==> src/design/mfemd_defines.vh <==
// Constants for the meter front-end mode decoder: register map, fields, resets, codes.
// Assumes a 32-bit plain register port with byte addresses on aligned words.
`ifndef MFEMD_DEFINES_VH
`define MFEMD_DEFINES_VH

`define MFEMD_OFS_MODE      8'h00
`define MFEMD_OFS_SUPPLY    8'h04
`define MFEMD_OFS_SUBCTL    8'h08
`define MFEMD_OFS_PROT      8'h0c
`define MFEMD_OFS_STATUS    8'h10

`define MFEMD_SUP_REG2V_BIT   8
`define MFEMD_SUP_CHARGE_BIT  0
`define MFEMD_SUB_HIRES_LSB   5
`define MFEMD_SUB_HIRES_MSB   8
`define MFEMD_SUB_BIAS_LSB    2
`define MFEMD_SUB_BIAS_MSB    4
`define MFEMD_MODE_FUNC_MSB   3
`define MFEMD_MODE_RANGE_LSB  4
`define MFEMD_MODE_RANGE_MSB  6

`define MFEMD_RST_REG2V     1'b1
`define MFEMD_RST_CHARGE    1'b0
`define MFEMD_RST_HIRES     4'h0
`define MFEMD_RST_BIAS      3'h0
`define MFEMD_HIRES_ON      4'h8
`define MFEMD_PROT_KEY      16'h0096

`define MFEMD_FN_DCV        4'h0
`define MFEMD_FN_ACV        4'h1
`define MFEMD_FN_OHM_CV     4'h2
`define MFEMD_FN_OHM_CC     4'h3
`define MFEMD_FN_CONT_CV    4'h4
`define MFEMD_FN_CONT_CC    4'h5

`define MFEMD_FLT_100K      2'h0
`define MFEMD_FLT_10K       2'h1
`define MFEMD_FLT_0R        2'h2
`define MFEMD_FLT_BYPASS    2'h3

`endif

==> src/design/mfemd_mode_rom.v <==
// Registered decode table: function and range code to analog network settings.
// Assumes the caller strobes rd_en_in once per mode change; outputs hold otherwise.
`timescale 1ns/1ns
`include "mfemd_defines.vh"

module mfemd_mode_rom (
	input  wire       clk_in,
	input  wire       nrst_in,
	input  wire       rd_en_in,
	input  wire [3:0] func_in,
	input  wire [2:0] range_in,
	output reg        hit_out,
	output reg  [6:0] discharge_out,
	output reg  [6:0] positive_out,
	output reg  [6:0] series_out,
	output reg  [6:0] feedback_out,
	output reg  [2:0] cmp_in_out,
	output reg  [3:0] mamp_ref_out,
	output reg  [6:0] smode_out,
	output reg  [2:0] flt_neg_out,
	output reg  [3:0] flt_pos_out,
	output reg  [3:0] cmp_lo_out,
	output reg  [3:0] cmp_hi_out,
	output reg  [2:0] conv_lo_out,
	output reg  [2:0] conv_hi_out,
	output reg  [2:0] gnd_ref_out,
	output reg  [1:0] flt_mode_out,
	output reg        cmp_en_out,
	output reg        main_amp_out,
	output reg        ext_ref_out,
	output reg        on_out
);
	reg       ok;
	reg [6:0] ds, ps, ss, sm;
	reg [2:0] ci, cl, ch, gr, fn;
	reg [3:0] mr, fp, tl, th;
	reg [1:0] fm;
	reg       ce, ma, er;
	reg [3:0] ohm_fn;

	always @* begin
		ok = 1'b0; ds = 7'h00; ps = 7'h00; ss = 7'h00; sm = 7'h20;
		ci = 3'h0; cl = 3'h7; ch = 3'h7; gr = 3'h0; fn = 3'h5;
		mr = 4'h0; fp = 4'h8; tl = 4'h0; th = 4'h0; fm = `MFEMD_FLT_100K;
		ce = 1'b0; ma = 1'b0; er = 1'b0;
		ohm_fn = func_in;
		if (func_in == `MFEMD_FN_CONT_CV)
			ohm_fn = `MFEMD_FN_OHM_CV;
		if (func_in == `MFEMD_FN_CONT_CC)
			ohm_fn = `MFEMD_FN_OHM_CC;
		case (func_in)
			`MFEMD_FN_DCV, `MFEMD_FN_ACV: begin
				ok = (range_in <= 3'h4);
				fm = (func_in == `MFEMD_FN_ACV) ? `MFEMD_FLT_BYPASS : `MFEMD_FLT_100K;
				fn = (range_in == 3'h0) ? 3'h5 : 3'h1;
				fp = (range_in == 3'h0) ? 4'h2 : 4'h0;
				case (range_in)
					3'h0: begin ps = 7'h40; ss = 7'h00; sm = 7'h11; end
					3'h1: begin ps = 7'h60; ss = 7'h20; end
					3'h2: begin ps = 7'h48; ss = 7'h08; end
					3'h3: begin ps = 7'h42; ss = 7'h02; end
					default: begin ps = 7'h41; ss = 7'h01; end
				endcase
			end
			default: begin
				ok = (func_in == `MFEMD_FN_OHM_CV && range_in <= 3'h2) ||
				     (func_in == `MFEMD_FN_OHM_CC && range_in <= 3'h5) ||
				     func_in == `MFEMD_FN_CONT_CV || func_in == `MFEMD_FN_CONT_CC;
				ma = 1'b1;
				if (ohm_fn == `MFEMD_FN_OHM_CV) begin
					ds = (func_in == `MFEMD_FN_CONT_CV) ? 7'h01 :
					     (range_in == 3'h0) ? 7'h01 : (range_in == 3'h1) ? 7'h02 : 7'h08;
					sm = 7'h14; mr = 4'h7; cl = 3'h0; ch = 3'h0; gr = 3'h1; er = 1'b1;
				end else begin
					sm = 7'h06; gr = 3'h4;
					mr = (range_in == 3'h0 || func_in == `MFEMD_FN_CONT_CC) ? 4'h8 : 4'h1;
					case (func_in == `MFEMD_FN_CONT_CC ? 3'h0 : range_in)
						3'h0, 3'h1: ps = 7'h01;
						3'h2: ps = 7'h02;
						3'h3: ps = 7'h18;
						3'h4: ps = 7'h30;
						default: ps = 7'h10;
					endcase
				end
				if (func_in == `MFEMD_FN_CONT_CV || func_in == `MFEMD_FN_CONT_CC) begin
					ce = 1'b1; ci = 3'h3; tl = 4'hd; th = 4'hd;
					// Continuity CC keeps the CV switch mode
					sm = 7'h14;
				end
			end
		endcase
	end

	// Invalid codes leave the network as it was
	always @(posedge clk_in) begin
		if (!nrst_in) begin
			hit_out <= 1'b0; discharge_out <= 7'h00; positive_out <= 7'h00;
			series_out <= 7'h00; feedback_out <= 7'h00; cmp_in_out <= 3'h0;
			mamp_ref_out <= 4'h0; smode_out <= 7'h00; flt_neg_out <= 3'h0;
			flt_pos_out <= 4'h0; cmp_lo_out <= 4'h0; cmp_hi_out <= 4'h0;
			conv_lo_out <= 3'h0; conv_hi_out <= 3'h0; gnd_ref_out <= 3'h0;
			flt_mode_out <= 2'h0; cmp_en_out <= 1'b0; main_amp_out <= 1'b0;
			ext_ref_out <= 1'b0; on_out <= 1'b0;
		end else if (rd_en_in) begin
			hit_out <= ok;
			if (ok) begin
				discharge_out <= ds; positive_out <= ps; series_out <= ss;
				feedback_out <= ds; cmp_in_out <= ci; mamp_ref_out <= mr;
				smode_out <= sm; flt_neg_out <= fn; flt_pos_out <= fp;
				cmp_lo_out <= tl; cmp_hi_out <= th; conv_lo_out <= cl;
				conv_hi_out <= ch; gnd_ref_out <= gr; flt_mode_out <= fm;
				cmp_en_out <= ce; main_amp_out <= ma; ext_ref_out <= er;
				on_out <= 1'b1;
			end
		end
	end
endmodule // mfemd_mode_rom

==> src/design/mfemd_top.v <==
// Meter front-end mode decoder: register port, supply and sub-control bits, network drive.
// Assumes a synchronous register master with one-cycle strobes and a read answer one
// cycle later; the analog network consumes the levels and never answers back.
`timescale 1ns/1ns
`include "mfemd_defines.vh"

module mfemd_top (
	input  wire        CLOCK_IN,
	input  wire        NRST_IN,
	input  wire [7:0]  ADDR_IN,
	input  wire [31:0] WDATA_IN,
	input  wire        WR_IN,
	input  wire        RD_IN,
	output reg  [31:0] RDATA_OUT,
	output wire        NETWORK_RESET_RELEASE_OUT,
	output wire        NETWORK_ENABLE_OUT,
	output wire        REGULATOR_2V_ENABLE_OUT,
	output wire        CHARGE_REGULATOR_ENABLE_OUT,
	output wire        GROUND_AMP_ENABLE_OUT,
	output wire        MODULATOR_ENABLE_OUT,
	output wire        REF_PAIR_ENABLE_OUT,
	output wire        COMMON_MODE_OUT_ENABLE_OUT,
	output wire        TEMP_SENSOR_ENABLE_OUT,
	output wire        EXTERNAL_REF_SELECT_OUT,
	output wire        WINDOW_COMPARATOR_ENABLE_OUT,
	output wire        MAIN_AMP_ENABLE_OUT,
	output wire        DIODE_SWITCH_SELECT_OUT,
	output wire [1:0]  FILTER_MODE_CODE_OUT,
	output wire [6:0]  SWITCH_MODE_CODE_OUT,
	output wire [6:0]  POSITIVE_SWITCH_CODE_OUT,
	output wire [6:0]  SERIES_SWITCH_CODE_OUT,
	output wire [6:0]  DISCHARGE_SWITCH_CODE_OUT,
	output wire [6:0]  FEEDBACK_SWITCH_CODE_OUT,
	output wire [2:0]  COMPARATOR_INPUT_CODE_OUT,
	output wire [3:0]  MAIN_AMP_REFERENCE_CODE_OUT,
	output wire [3:0]  COMPARATOR_LOW_THRESHOLD_OUT,
	output wire [3:0]  COMPARATOR_HIGH_THRESHOLD_OUT,
	output wire [2:0]  CONVERTER_LOW_REF_SELECT_OUT,
	output wire [2:0]  CONVERTER_HIGH_REF_SELECT_OUT,
	output wire [2:0]  GROUND_REFERENCE_CODE_OUT,
	output wire [2:0]  FILTER_NEG_INPUT_SELECT_OUT,
	output wire [3:0]  FILTER_POS_INPUT_SELECT_OUT,
	output wire        HIGH_RES_MODE_OUT,
	output wire [3:0]  HIGH_RES_MODE_CODE_OUT,
	output wire [2:0]  CHOPPER_BUFFER_BIAS_CODE_OUT
);
	reg  [3:0]  measure_function_code_r;
	reg  [2:0]  measure_range_code_r;
	reg         regulator_2v_enable_r;
	reg         charge_regulator_enable_r;
	reg  [3:0]  high_res_mode_code_r;
	reg  [2:0]  chopper_buffer_bias_code_r;
	reg         unlocked_r;
	reg         load_req_r;
	reg         load_apply_r;
	reg  [31:0] rdata_nxt;

	wire        wr_mode;
	wire        wr_supply;
	wire        wr_subctl;
	wire        wr_prot;
	wire        rom_hit;
	wire        rom_on;
	wire [6:0]  rom_discharge;
	wire [6:0]  rom_positive;
	wire [6:0]  rom_series;
	wire [6:0]  rom_feedback;
	wire [2:0]  rom_cmp_in;
	wire [3:0]  rom_mamp_ref;
	wire [6:0]  rom_smode;
	wire [2:0]  rom_flt_neg;
	wire [3:0]  rom_flt_pos;
	wire [3:0]  rom_cmp_lo;
	wire [3:0]  rom_cmp_hi;
	wire [2:0]  rom_conv_lo;
	wire [2:0]  rom_conv_hi;
	wire [2:0]  rom_gnd_ref;
	wire [1:0]  rom_flt_mode;
	wire        rom_cmp_en;
	wire        rom_main_amp;
	wire        rom_ext_ref;

	assign wr_mode   = WR_IN && (ADDR_IN == `MFEMD_OFS_MODE);
	assign wr_supply = WR_IN && (ADDR_IN == `MFEMD_OFS_SUPPLY);
	assign wr_subctl = WR_IN && (ADDR_IN == `MFEMD_OFS_SUBCTL);
	assign wr_prot   = WR_IN && (ADDR_IN == `MFEMD_OFS_PROT);

	// Mode selection; a write starts a table load on the next edge
	always @(posedge CLOCK_IN) begin
		if (!NRST_IN) begin
			measure_function_code_r <= 4'h0;
			measure_range_code_r    <= 3'h0;
			load_req_r              <= 1'b0;
		end else begin
			load_req_r <= wr_mode;
			if (wr_mode) begin
				measure_function_code_r <= WDATA_IN[`MFEMD_MODE_FUNC_MSB:0];
				measure_range_code_r    <=
					WDATA_IN[`MFEMD_MODE_RANGE_MSB:`MFEMD_MODE_RANGE_LSB];
			end
		end
	end

	mfemd_mode_rom u_rom (
		.clk_in        (CLOCK_IN),
		.nrst_in       (NRST_IN),
		.rd_en_in      (load_req_r),
		.func_in       (measure_function_code_r),
		.range_in      (measure_range_code_r),
		.hit_out       (rom_hit),
		.discharge_out (rom_discharge),
		.positive_out  (rom_positive),
		.series_out    (rom_series),
		.feedback_out  (rom_feedback),
		.cmp_in_out    (rom_cmp_in),
		.mamp_ref_out  (rom_mamp_ref),
		.smode_out     (rom_smode),
		.flt_neg_out   (rom_flt_neg),
		.flt_pos_out   (rom_flt_pos),
		.cmp_lo_out    (rom_cmp_lo),
		.cmp_hi_out    (rom_cmp_hi),
		.conv_lo_out   (rom_conv_lo),
		.conv_hi_out   (rom_conv_hi),
		.gnd_ref_out   (rom_gnd_ref),
		.flt_mode_out  (rom_flt_mode),
		.cmp_en_out    (rom_cmp_en),
		.main_amp_out  (rom_main_amp),
		.ext_ref_out   (rom_ext_ref),
		.on_out        (rom_on)
	);

	// Supply bits: software writes, and a valid mode load forces both on.
	// A software write in the apply cycle wins, being the newer intent.
	always @(posedge CLOCK_IN) begin
		if (!NRST_IN) begin
			load_apply_r              <= 1'b0;
			regulator_2v_enable_r     <= `MFEMD_RST_REG2V;
			charge_regulator_enable_r <= `MFEMD_RST_CHARGE;
		end else begin
			load_apply_r <= load_req_r;
			if (wr_supply) begin
				regulator_2v_enable_r     <= WDATA_IN[`MFEMD_SUP_REG2V_BIT];
				charge_regulator_enable_r <= WDATA_IN[`MFEMD_SUP_CHARGE_BIT];
			end else if (load_apply_r && rom_hit) begin
				regulator_2v_enable_r     <= 1'b1;
				charge_regulator_enable_r <= 1'b1;
			end
		end
	end

	// Write protection: the key opens, any other value closes
	always @(posedge CLOCK_IN) begin
		if (!NRST_IN) begin
			unlocked_r <= 1'b0;
		end else if (wr_prot) begin
			unlocked_r <= (WDATA_IN[15:0] == `MFEMD_PROT_KEY);
		end
	end

	// Sub-control fields accept writes only while unlocked; reserved bits are dropped
	always @(posedge CLOCK_IN) begin
		if (!NRST_IN) begin
			high_res_mode_code_r       <= `MFEMD_RST_HIRES;
			chopper_buffer_bias_code_r <= `MFEMD_RST_BIAS;
		end else if (wr_subctl && unlocked_r) begin
			high_res_mode_code_r       <=
				WDATA_IN[`MFEMD_SUB_HIRES_MSB:`MFEMD_SUB_HIRES_LSB];
			chopper_buffer_bias_code_r <=
				WDATA_IN[`MFEMD_SUB_BIAS_MSB:`MFEMD_SUB_BIAS_LSB];
		end
	end

	// Read mux; unmapped addresses answer zero
	always @* begin
		rdata_nxt = 32'h0000_0000;
		case (ADDR_IN)
			`MFEMD_OFS_MODE: begin
				rdata_nxt[`MFEMD_MODE_FUNC_MSB:0] = measure_function_code_r;
				rdata_nxt[`MFEMD_MODE_RANGE_MSB:`MFEMD_MODE_RANGE_LSB] =
					measure_range_code_r;
			end
			`MFEMD_OFS_SUPPLY: begin
				rdata_nxt[`MFEMD_SUP_REG2V_BIT]  = regulator_2v_enable_r;
				rdata_nxt[`MFEMD_SUP_CHARGE_BIT] = charge_regulator_enable_r;
			end
			`MFEMD_OFS_SUBCTL: begin
				rdata_nxt[`MFEMD_SUB_HIRES_MSB:`MFEMD_SUB_HIRES_LSB] = high_res_mode_code_r;
				rdata_nxt[`MFEMD_SUB_BIAS_MSB:`MFEMD_SUB_BIAS_LSB] =
					chopper_buffer_bias_code_r;
			end
			`MFEMD_OFS_PROT: begin
				rdata_nxt[0] = unlocked_r;
			end
			`MFEMD_OFS_STATUS: begin
				rdata_nxt[0] = load_req_r | load_apply_r;
				rdata_nxt[1] = rom_hit;
				rdata_nxt[2] = HIGH_RES_MODE_OUT;
				rdata_nxt[3] = rom_on;
			end
			default: begin
				rdata_nxt = 32'h0000_0000;
			end
		endcase
	end

	// Answer stands only in the cycle after the read strobe
	always @(posedge CLOCK_IN) begin
		if (!NRST_IN) begin
			RDATA_OUT <= 32'h0000_0000;
		end else if (RD_IN) begin
			RDATA_OUT <= rdata_nxt;
		end else begin
			RDATA_OUT <= 32'h0000_0000;
		end
	end

	// Common enables follow a loaded mode; zero until the first valid load
	assign NETWORK_RESET_RELEASE_OUT    = rom_on;
	assign NETWORK_ENABLE_OUT           = rom_on;
	assign GROUND_AMP_ENABLE_OUT        = rom_on;
	assign MODULATOR_ENABLE_OUT         = rom_on;
	assign REF_PAIR_ENABLE_OUT          = rom_on;
	assign COMMON_MODE_OUT_ENABLE_OUT   = rom_on;
	// Voltage and resistance modes never use the sensor
	assign TEMP_SENSOR_ENABLE_OUT       = 1'b0;
	assign DIODE_SWITCH_SELECT_OUT      = 1'b0;
	assign REGULATOR_2V_ENABLE_OUT      = regulator_2v_enable_r;
	assign CHARGE_REGULATOR_ENABLE_OUT  = charge_regulator_enable_r;
	assign EXTERNAL_REF_SELECT_OUT      = rom_ext_ref;
	assign WINDOW_COMPARATOR_ENABLE_OUT = rom_cmp_en;
	assign MAIN_AMP_ENABLE_OUT          = rom_main_amp;
	assign FILTER_MODE_CODE_OUT         = rom_flt_mode;
	assign SWITCH_MODE_CODE_OUT         = rom_smode;
	assign POSITIVE_SWITCH_CODE_OUT     = rom_positive;
	assign SERIES_SWITCH_CODE_OUT       = rom_series;
	assign DISCHARGE_SWITCH_CODE_OUT    = rom_discharge;
	assign FEEDBACK_SWITCH_CODE_OUT     = rom_feedback;
	assign COMPARATOR_INPUT_CODE_OUT    = rom_cmp_in;
	assign MAIN_AMP_REFERENCE_CODE_OUT  = rom_mamp_ref;
	assign COMPARATOR_LOW_THRESHOLD_OUT = rom_cmp_lo;
	assign COMPARATOR_HIGH_THRESHOLD_OUT = rom_cmp_hi;
	assign CONVERTER_LOW_REF_SELECT_OUT = rom_conv_lo;
	assign CONVERTER_HIGH_REF_SELECT_OUT = rom_conv_hi;
	assign GROUND_REFERENCE_CODE_OUT    = rom_gnd_ref;
	assign FILTER_NEG_INPUT_SELECT_OUT  = rom_flt_neg;
	assign FILTER_POS_INPUT_SELECT_OUT  = rom_flt_pos;
	// Other codes are reserved and leave the network in normal mode
	assign HIGH_RES_MODE_OUT            = (high_res_mode_code_r == `MFEMD_HIRES_ON);
	assign HIGH_RES_MODE_CODE_OUT       = high_res_mode_code_r;
	// Bias decode (0.25x..1x) lives in the analog cell; codes pass unchanged
	assign CHOPPER_BUFFER_BIAS_CODE_OUT = chopper_buffer_bias_code_r;
endmodule // mfemd_top

==> config.mk <==
export PLATFORM = sky130hd
export DESIGN_NAME = mfemd_top
export DESIGN_NICKNAME = d
export VERILOG_FILES = /design/src/design/mfemd_mode_rom.v /design/src/design/mfemd_top.v
export VERILOG_INCLUDE_DIRS = /design/src /design/src/design
export SDC_FILE = /design/constraint.sdc
export NUM_CORES = 1
export LEC_CHECK = 0
export ABC_AREA = 0
export BUFFER_PORTS_ARGS = -buffer_cell sky130_fd_sc_hd__buf_2
export CORE_AREA = 2 2 68 102
export CTS_BUF_LIST = sky130_fd_sc_hd__clkbuf_4 sky130_fd_sc_hd__clkbuf_8
export DETAILED_ROUTE_END_ITERATION = 10
export DIE_AREA = 0 0 70 104
export MAX_ROUTING_LAYER = met4
export PLACE_DENSITY = 0.86
export SLEW_MARGIN = 15
export SYNTH_ARGS = -nofsm -noshare
export SYNTH_HDL_FRONTEND = slang
export SYNTH_SLANG_ARGS = --single-unit
==> constraint.sdc <==
create_clock -name CLOCK_IN -period 4.3 [get_ports CLOCK_IN]
set_input_delay 0.215 -clock CLOCK_IN [delete_from_list [all_inputs] [get_ports CLOCK_IN]]
set_output_delay 0.215 -clock CLOCK_IN [all_outputs]
set_load 0.02 [all_outputs]
; ---- After elaboration in Yosys (flattened, before gate mapping)
; Cells that the tools add are included.
[op_classes]
addsub = 0
multipliers = 0
n_div = 0
order_cmp = 3
n_eq_ne = 19
n_shift = 0
mux = 49
n_bitwise = 1
n_reduce_logical = 23
[op_table]
columns = op, count
row1 = case mux 6 bit (4 select lines), 3
row2 = 2-to-1 mux 7 bit, 8
row3 = 2-to-1 mux 4 bit, 9
row4 = 2-to-1 mux 3 bit, 8
row5 = "equality test 16 x 8 -> 1 bit, second input constant", 1
row6 = "equality test 8 x 4 -> 1 bit, second input constant", 2
row7 = "equality test 3 x 2 -> 1 bit, second input constant", 4
row8 = "equality test 4 x 2 -> 1 bit, second input constant", 3
row9 = 2-to-1 mux 5 bit, 2
row10 = 2-to-1 mux 1 bit, 9
row11 = "equality test 4 x 3 -> 1 bit, second input constant", 2
row12 = "equality test 8 x 3 -> 1 bit, second input constant", 1
row13 = "equality test 8 x 5 -> 1 bit, second input constant", 1
row14 = logical AND 1 bit, 8
row15 = logical NOT 8 bit, 1
row16 = 2-to-1 mux 2 bit, 4
row17 = "equality test 3 x 1 -> 1 bit, second input constant", 2
row18 = "less-or-equal comparator 3 bit, second input constant", 2
row19 = logical NOT 3 bit, 2
row20 = 2-to-1 mux 6 bit, 1
row21 = case mux 2 bit (3 select lines), 1
row22 = case mux 3 bit (2 select lines), 1
row23 = logical OR 1 bit, 5
row24 = "equality test 4 x 1 -> 1 bit, second input constant", 1
row25 = 11 further kinds, 14
[totals]
reg_bits = 110
latch_bits = 0
ram_bits = 0
romBits = 0
in_bits = 44
out_inout_bits = 121
elab_cells = 124
n_memories = 0

; ---- Depth between registers and ports, before layout
[logic_depth]
depth_word = 7
ltp_mapped = 8
depth_no_buf = 4

; ---- Cells and area by module
; Synthesis repeated with hierarchy kept, for this count alone.
[hier_totals]
cells_unflattened = 368
hier_area_um2 = 3041.7
[modules_own_cells]
columns = mod, instances, cells_per_inst, area_each_um2, seq_area_each_um2
row1 = mfemd_mode_rom, 1, 207, 1669.1, 560.5
row2 = mfemd_top, 1, 161, 1372.6, 560.5

; ---- Least setup slack after synthesis
; No wires, ideal clock.
[synth_path]
path_type = reg-to-reg
startpoint = register high_res_mode_code_r[3], in the netlist HIGH_RES_MODE_CODE_OUT[3]
endpoint = register RDATA_OUT[2]
arrival_ns = 1.571
path_slack_ns = 2.658
stages_incl_launch_ff = 4
n_path_buf = 0
path_cell_list = dfxtp_1 -> nor4b_1 -> nand3b_1 -> a21oi_1
[synth_between]
elab_chain_cells = 2
[synth_rtl]
columns = element, line_no
row1 = start: declaration, mfemd_top.v:51  ; reg [3:0] high_res_mode_code_r;
row2 = start signal: assignment, mfemd_top.v:163  ; high_res_mode_code_r <= `MFEMD_RST_HIRES;
row3 = start signal: assignment, mfemd_top.v:166  ; high_res_mode_code_r <=
row4 = equality test 4 bit (no source line), n/a
row5 = named net HIGH_RES_MODE_OUT, mfemd_top.v:43  ; output wire HIGH_RES_MODE_OUT,
row6 = case mux 2 bit (3 select lines), mfemd_top.v:176  ; case (ADDR_IN)
row7 = end signal: assignment, mfemd_top.v:211  ; RDATA_OUT <= rdata_nxt;
row8 = end: declaration, mfemd_top.v:14  ; output reg [31:0] RDATA_OUT,
; The timed path passes the listed nets, and every way through them passes these cells.
; A chain may end at the register's enable or synchronous reset.

; ---- Final worst setup path
[layout_path]
startpoint = register measure_function_code_r[2]
endpoint = register u_rom.flt_neg_out[2]
[layout_between]
elab_chain_cells = 7
[layout_rtl]
columns = element, line_no
row1 = start: declaration, mfemd_top.v:47  ; reg [3:0] measure_function_code_r;
row2 = start signal: assignment, mfemd_top.v:97  ; measure_function_code_r <= WDATA_IN[`MFEMD_MODE_FUNC_MSB:0];
row3 = equality test 4 x 2 -> 1 bit (no source line), n/a
row4 = "logical AND 1 bit, on equally long branches", "mfemd_mode_rom.v:66, mfemd_mode_rom.v:67"
row5 = logical OR 1 bit, mfemd_mode_rom.v:66  ; ok = (func_in == `MFEMD_FN_OHM_CV && range_in <= 3'h2) ||
row6 = logical OR 1 bit (no source line) (2 in series), n/a
row7 = 2-to-1 mux 1 bit, mfemd_mode_rom.v:51  ; case (func_in)
row8 = AND reduction 2 bit (no source line), n/a
row9 = end signal: assignment, mfemd_mode_rom.v:109  ; smode_out <= sm; flt_neg_out <= fn; flt_pos_out <= fp;
row10 = end: declaration, mfemd_mode_rom.v:20  ; output reg [2:0] flt_neg_out,
; Parallel ways exist; a longest one is shown, timed or not.

==> results.json <==
{
  "top_usage_layer": "met2",
  "synth-edff-count": 0,
  "die_h_um": 104,
  "slowest_stage": "dfxtp_1",
  "post-dp-hpwl_mm": 4.93,
  "post_cts_buffers": 0,
  "use_met1": 0.208,
  "yosysSeqAreaShare": 0.358,
  "ir_drop_mv": 0.209,
  "clock_skew_ps": 5.63,
  "drt_iter0_markers": 127,
  "grt_usage": 0.183,
  "dieArea_mm2": 0.00728,
  "grt_util_met3": 0.0300,
  "cap_violations": 0,
  "final_util": 0.522,
  "setup_tns_ps": 0,
  "tightest_slew_ps": 753,
  "hp-class": "in -> reg",
  "synthCells": 361,
  "viasPerCell": 5.17,
  "end_kind": "flop",
  "ant_nets": 0,
  "worstPathCellList": "inv_1 > a211o_1 > and3_1 > o221a_2",
  "synth_area_leader_cell": "dfxtp_1",
  "cts_resized": 0,
  "antenna_found_initial": 0,
  "setup.worst_path.class": "reg -> reg",
  "report.final.slew_viol_count": 0,
  "pin_count": 165,
  "num_rows": 36,
  "drive_gt1_frac": 0.292,
  "synth_top_area_share": 0.358,
  "cts_tree": "yes",
  "io_buffers": 102,
  "startpoint_type": "flop",
  "synth_common_cells": "77 x buf_4, 56 x dfxtp_1, 35 x mux2i_1",
  "status": "completed",
  "required_ps": 4500,
  "drc": 0,
  "grt_pass1_vias": 2262,
  "num_antenna_cells": 0,
  "syn_area_mm2": 0.00313,
  "cp.arrival_ps": 2330,
  "ys_seq_elements": 56,
  "min_period_ps": 2130,
  "grt.overflow.total": 0,
  "synth_ff_type": "dfxtp_1",
  "powerDensity_mw_per_mm2": 282,
  "route.vias.total": 2553,
  "p_leak_nw": 1.75,
  "cts_hold_buf": 0,
  "ff_latch_area_mm2": 0.00112,
  "cts_max_level": 2,
  "critPathMaxStageDelay_ps": 700,
  "first_pass_iters": 4,
  "yosys_warnings": 0,
  "drt-total-wl_mm": 6.68,
  "grt_max_degree": 44,
  "fp.dieW_um": 70,
  "gp_congestion": 0.832,
  "path_clk_slew_ps": 100,
  "hold_viol": 0,
  "relSlewSlack": 0.498,
  "async_reset_ff_frac": 0,
  "place_inst": 486,
  "nets": 461,
  "multi_input_area_mm2": 0.00148,
  "crit_fanout": 18,
  "numCtsBuffers": 5,
  "initial_core_util": 0.490,
  "area_growth_pct": 6.59,
  "grt_pass1_wl_mm": 10.7,
  "cts.sinks": 56,
  "fmax_ghz": 0.469,
  "met2_usage": 0.324,
  "synth.distinct_cells": 54,
  "synth_area_leaders": "dfxtp_1 36%, buf_4 18%, mux2i_1 11%, nor2_1 3.8%, nand2_1 3.6%",
  "cts-root-buf": "clkbuf_8",
  "fill_cells": 623,
  "clk_latency_ps": 310,
  "final.period_utilization": 0.496,
  "yosysMostFrequentCell": "buf_4",
  "stdcell_count": 494,
  "rsz0062_at_grt": "no",
  "wl_per_cell_um": 13.5,
  "cts_buffer_depth": 2,
  "syn_avg_cell_area_um2": 8.68,
  "fp.coreArea_mm2": 0.00640,
  "setup_violations": 0
}
[cell usage in the layout (no fill, tap or decap), types with 3 or more instances in the layout]
master	count
a21oi_1	6
mux2i_1	35
or3_1	3
buf_2	102
nand2_1	30
o21ai_0	12
nand4_1	5
nand2b_1	3
nor2_1	32
and3_1	3
conb_1	46
inv_1	5
a31oi_1	4
nand3_1	7
nor4_1	4
nor3_1	10
dfxtp_1	56
clkbuf_8	5
nor2b_1	4
[power breakdown]
group	internal [mW]	leakage, nW	switching [mW]
logic	0.0150	1.24	0.0615
registers	0.518	0.451	0.000437
clock network	0.179	0.0586	0.165
[metrics by stage]
stage                     power, mW  setup slack, ps  hold slack, ps  instance area [um^2]
after global placement        0.605             2190             444                  3230
after detailed placement      0.606             2180             450                  3230
after global routing          0.974             2050             162                  3340
final                         0.940             2170             158                  3340
after floorplan               0.618             2660             331                  3300
after CTS                     0.944             2230             158                  3340
[registers in the layout, indices dropped and copies added (netlist names), 2 cells and up]
register / count
CHOPPER_BUFFER_BIAS_CODE_OUT: 3
u_rom.flt_neg_out: 2
HIGH_RES_MODE_CODE_OUT: 4
u_rom.mamp_ref_out: 3
RDATA_OUT: 9
measure_function_code_r: 4
u_rom.smode_out: 4
measure_range_code_r: 3
u_rom.series_out: 4
u_rom.positive_out: 6
u_rom.discharge_out: 3
[worst max-delay path: cells and delay by family, from the launching register on]
kind,cells,cell delay [ps]
buffers and inverters,1,120
and+or+nand+nor,1,420
AOI/OAI and AO/OA,2,790
DFF,1,700
[worst paths after layout]
kind                         startpoint  cells after the start  slack [ps]                    endpoint
max          measure_function_code_r[2]                      4        2170        u_rom.flt_neg_out[2]
min                         WDATA_IN[1]                      3         160  measure_function_code_r[1]
max reg2reg  measure_function_code_r[2]                      4        2170        u_rom.flt_neg_out[2]
min reg2reg       u_rom.positive_out[3]                      2         460       u_rom.positive_out[3]
[cells by family after synthesis]
logic type	count (synthesis)	share of synthesized area
mux	36	0.115
simple gates	116	0.189
compound gates	49	0.113
buf+inv	103	0.223
flops	56	0.358
other cells	1	0.00120
[cell type report]
class	count	share of cell area
Clock buffer	6	0.0229
Clock inverter	2	0.0105
Inverter	5	0.00562
Multi-Input combinational cell	247	0.444
Sequential cell	56	0.336
Tap cell	76	0.0285
Timing Repair Buffer	102	0.153
[routing by layer]
metal,vias to the layer above,part of all wire
met2,129,0.53
met4,0,0.022
li1,1232,-
met5,-,0
met1,1180,0.37
met3,12,0.076
(Power assumes the default switching activity.)
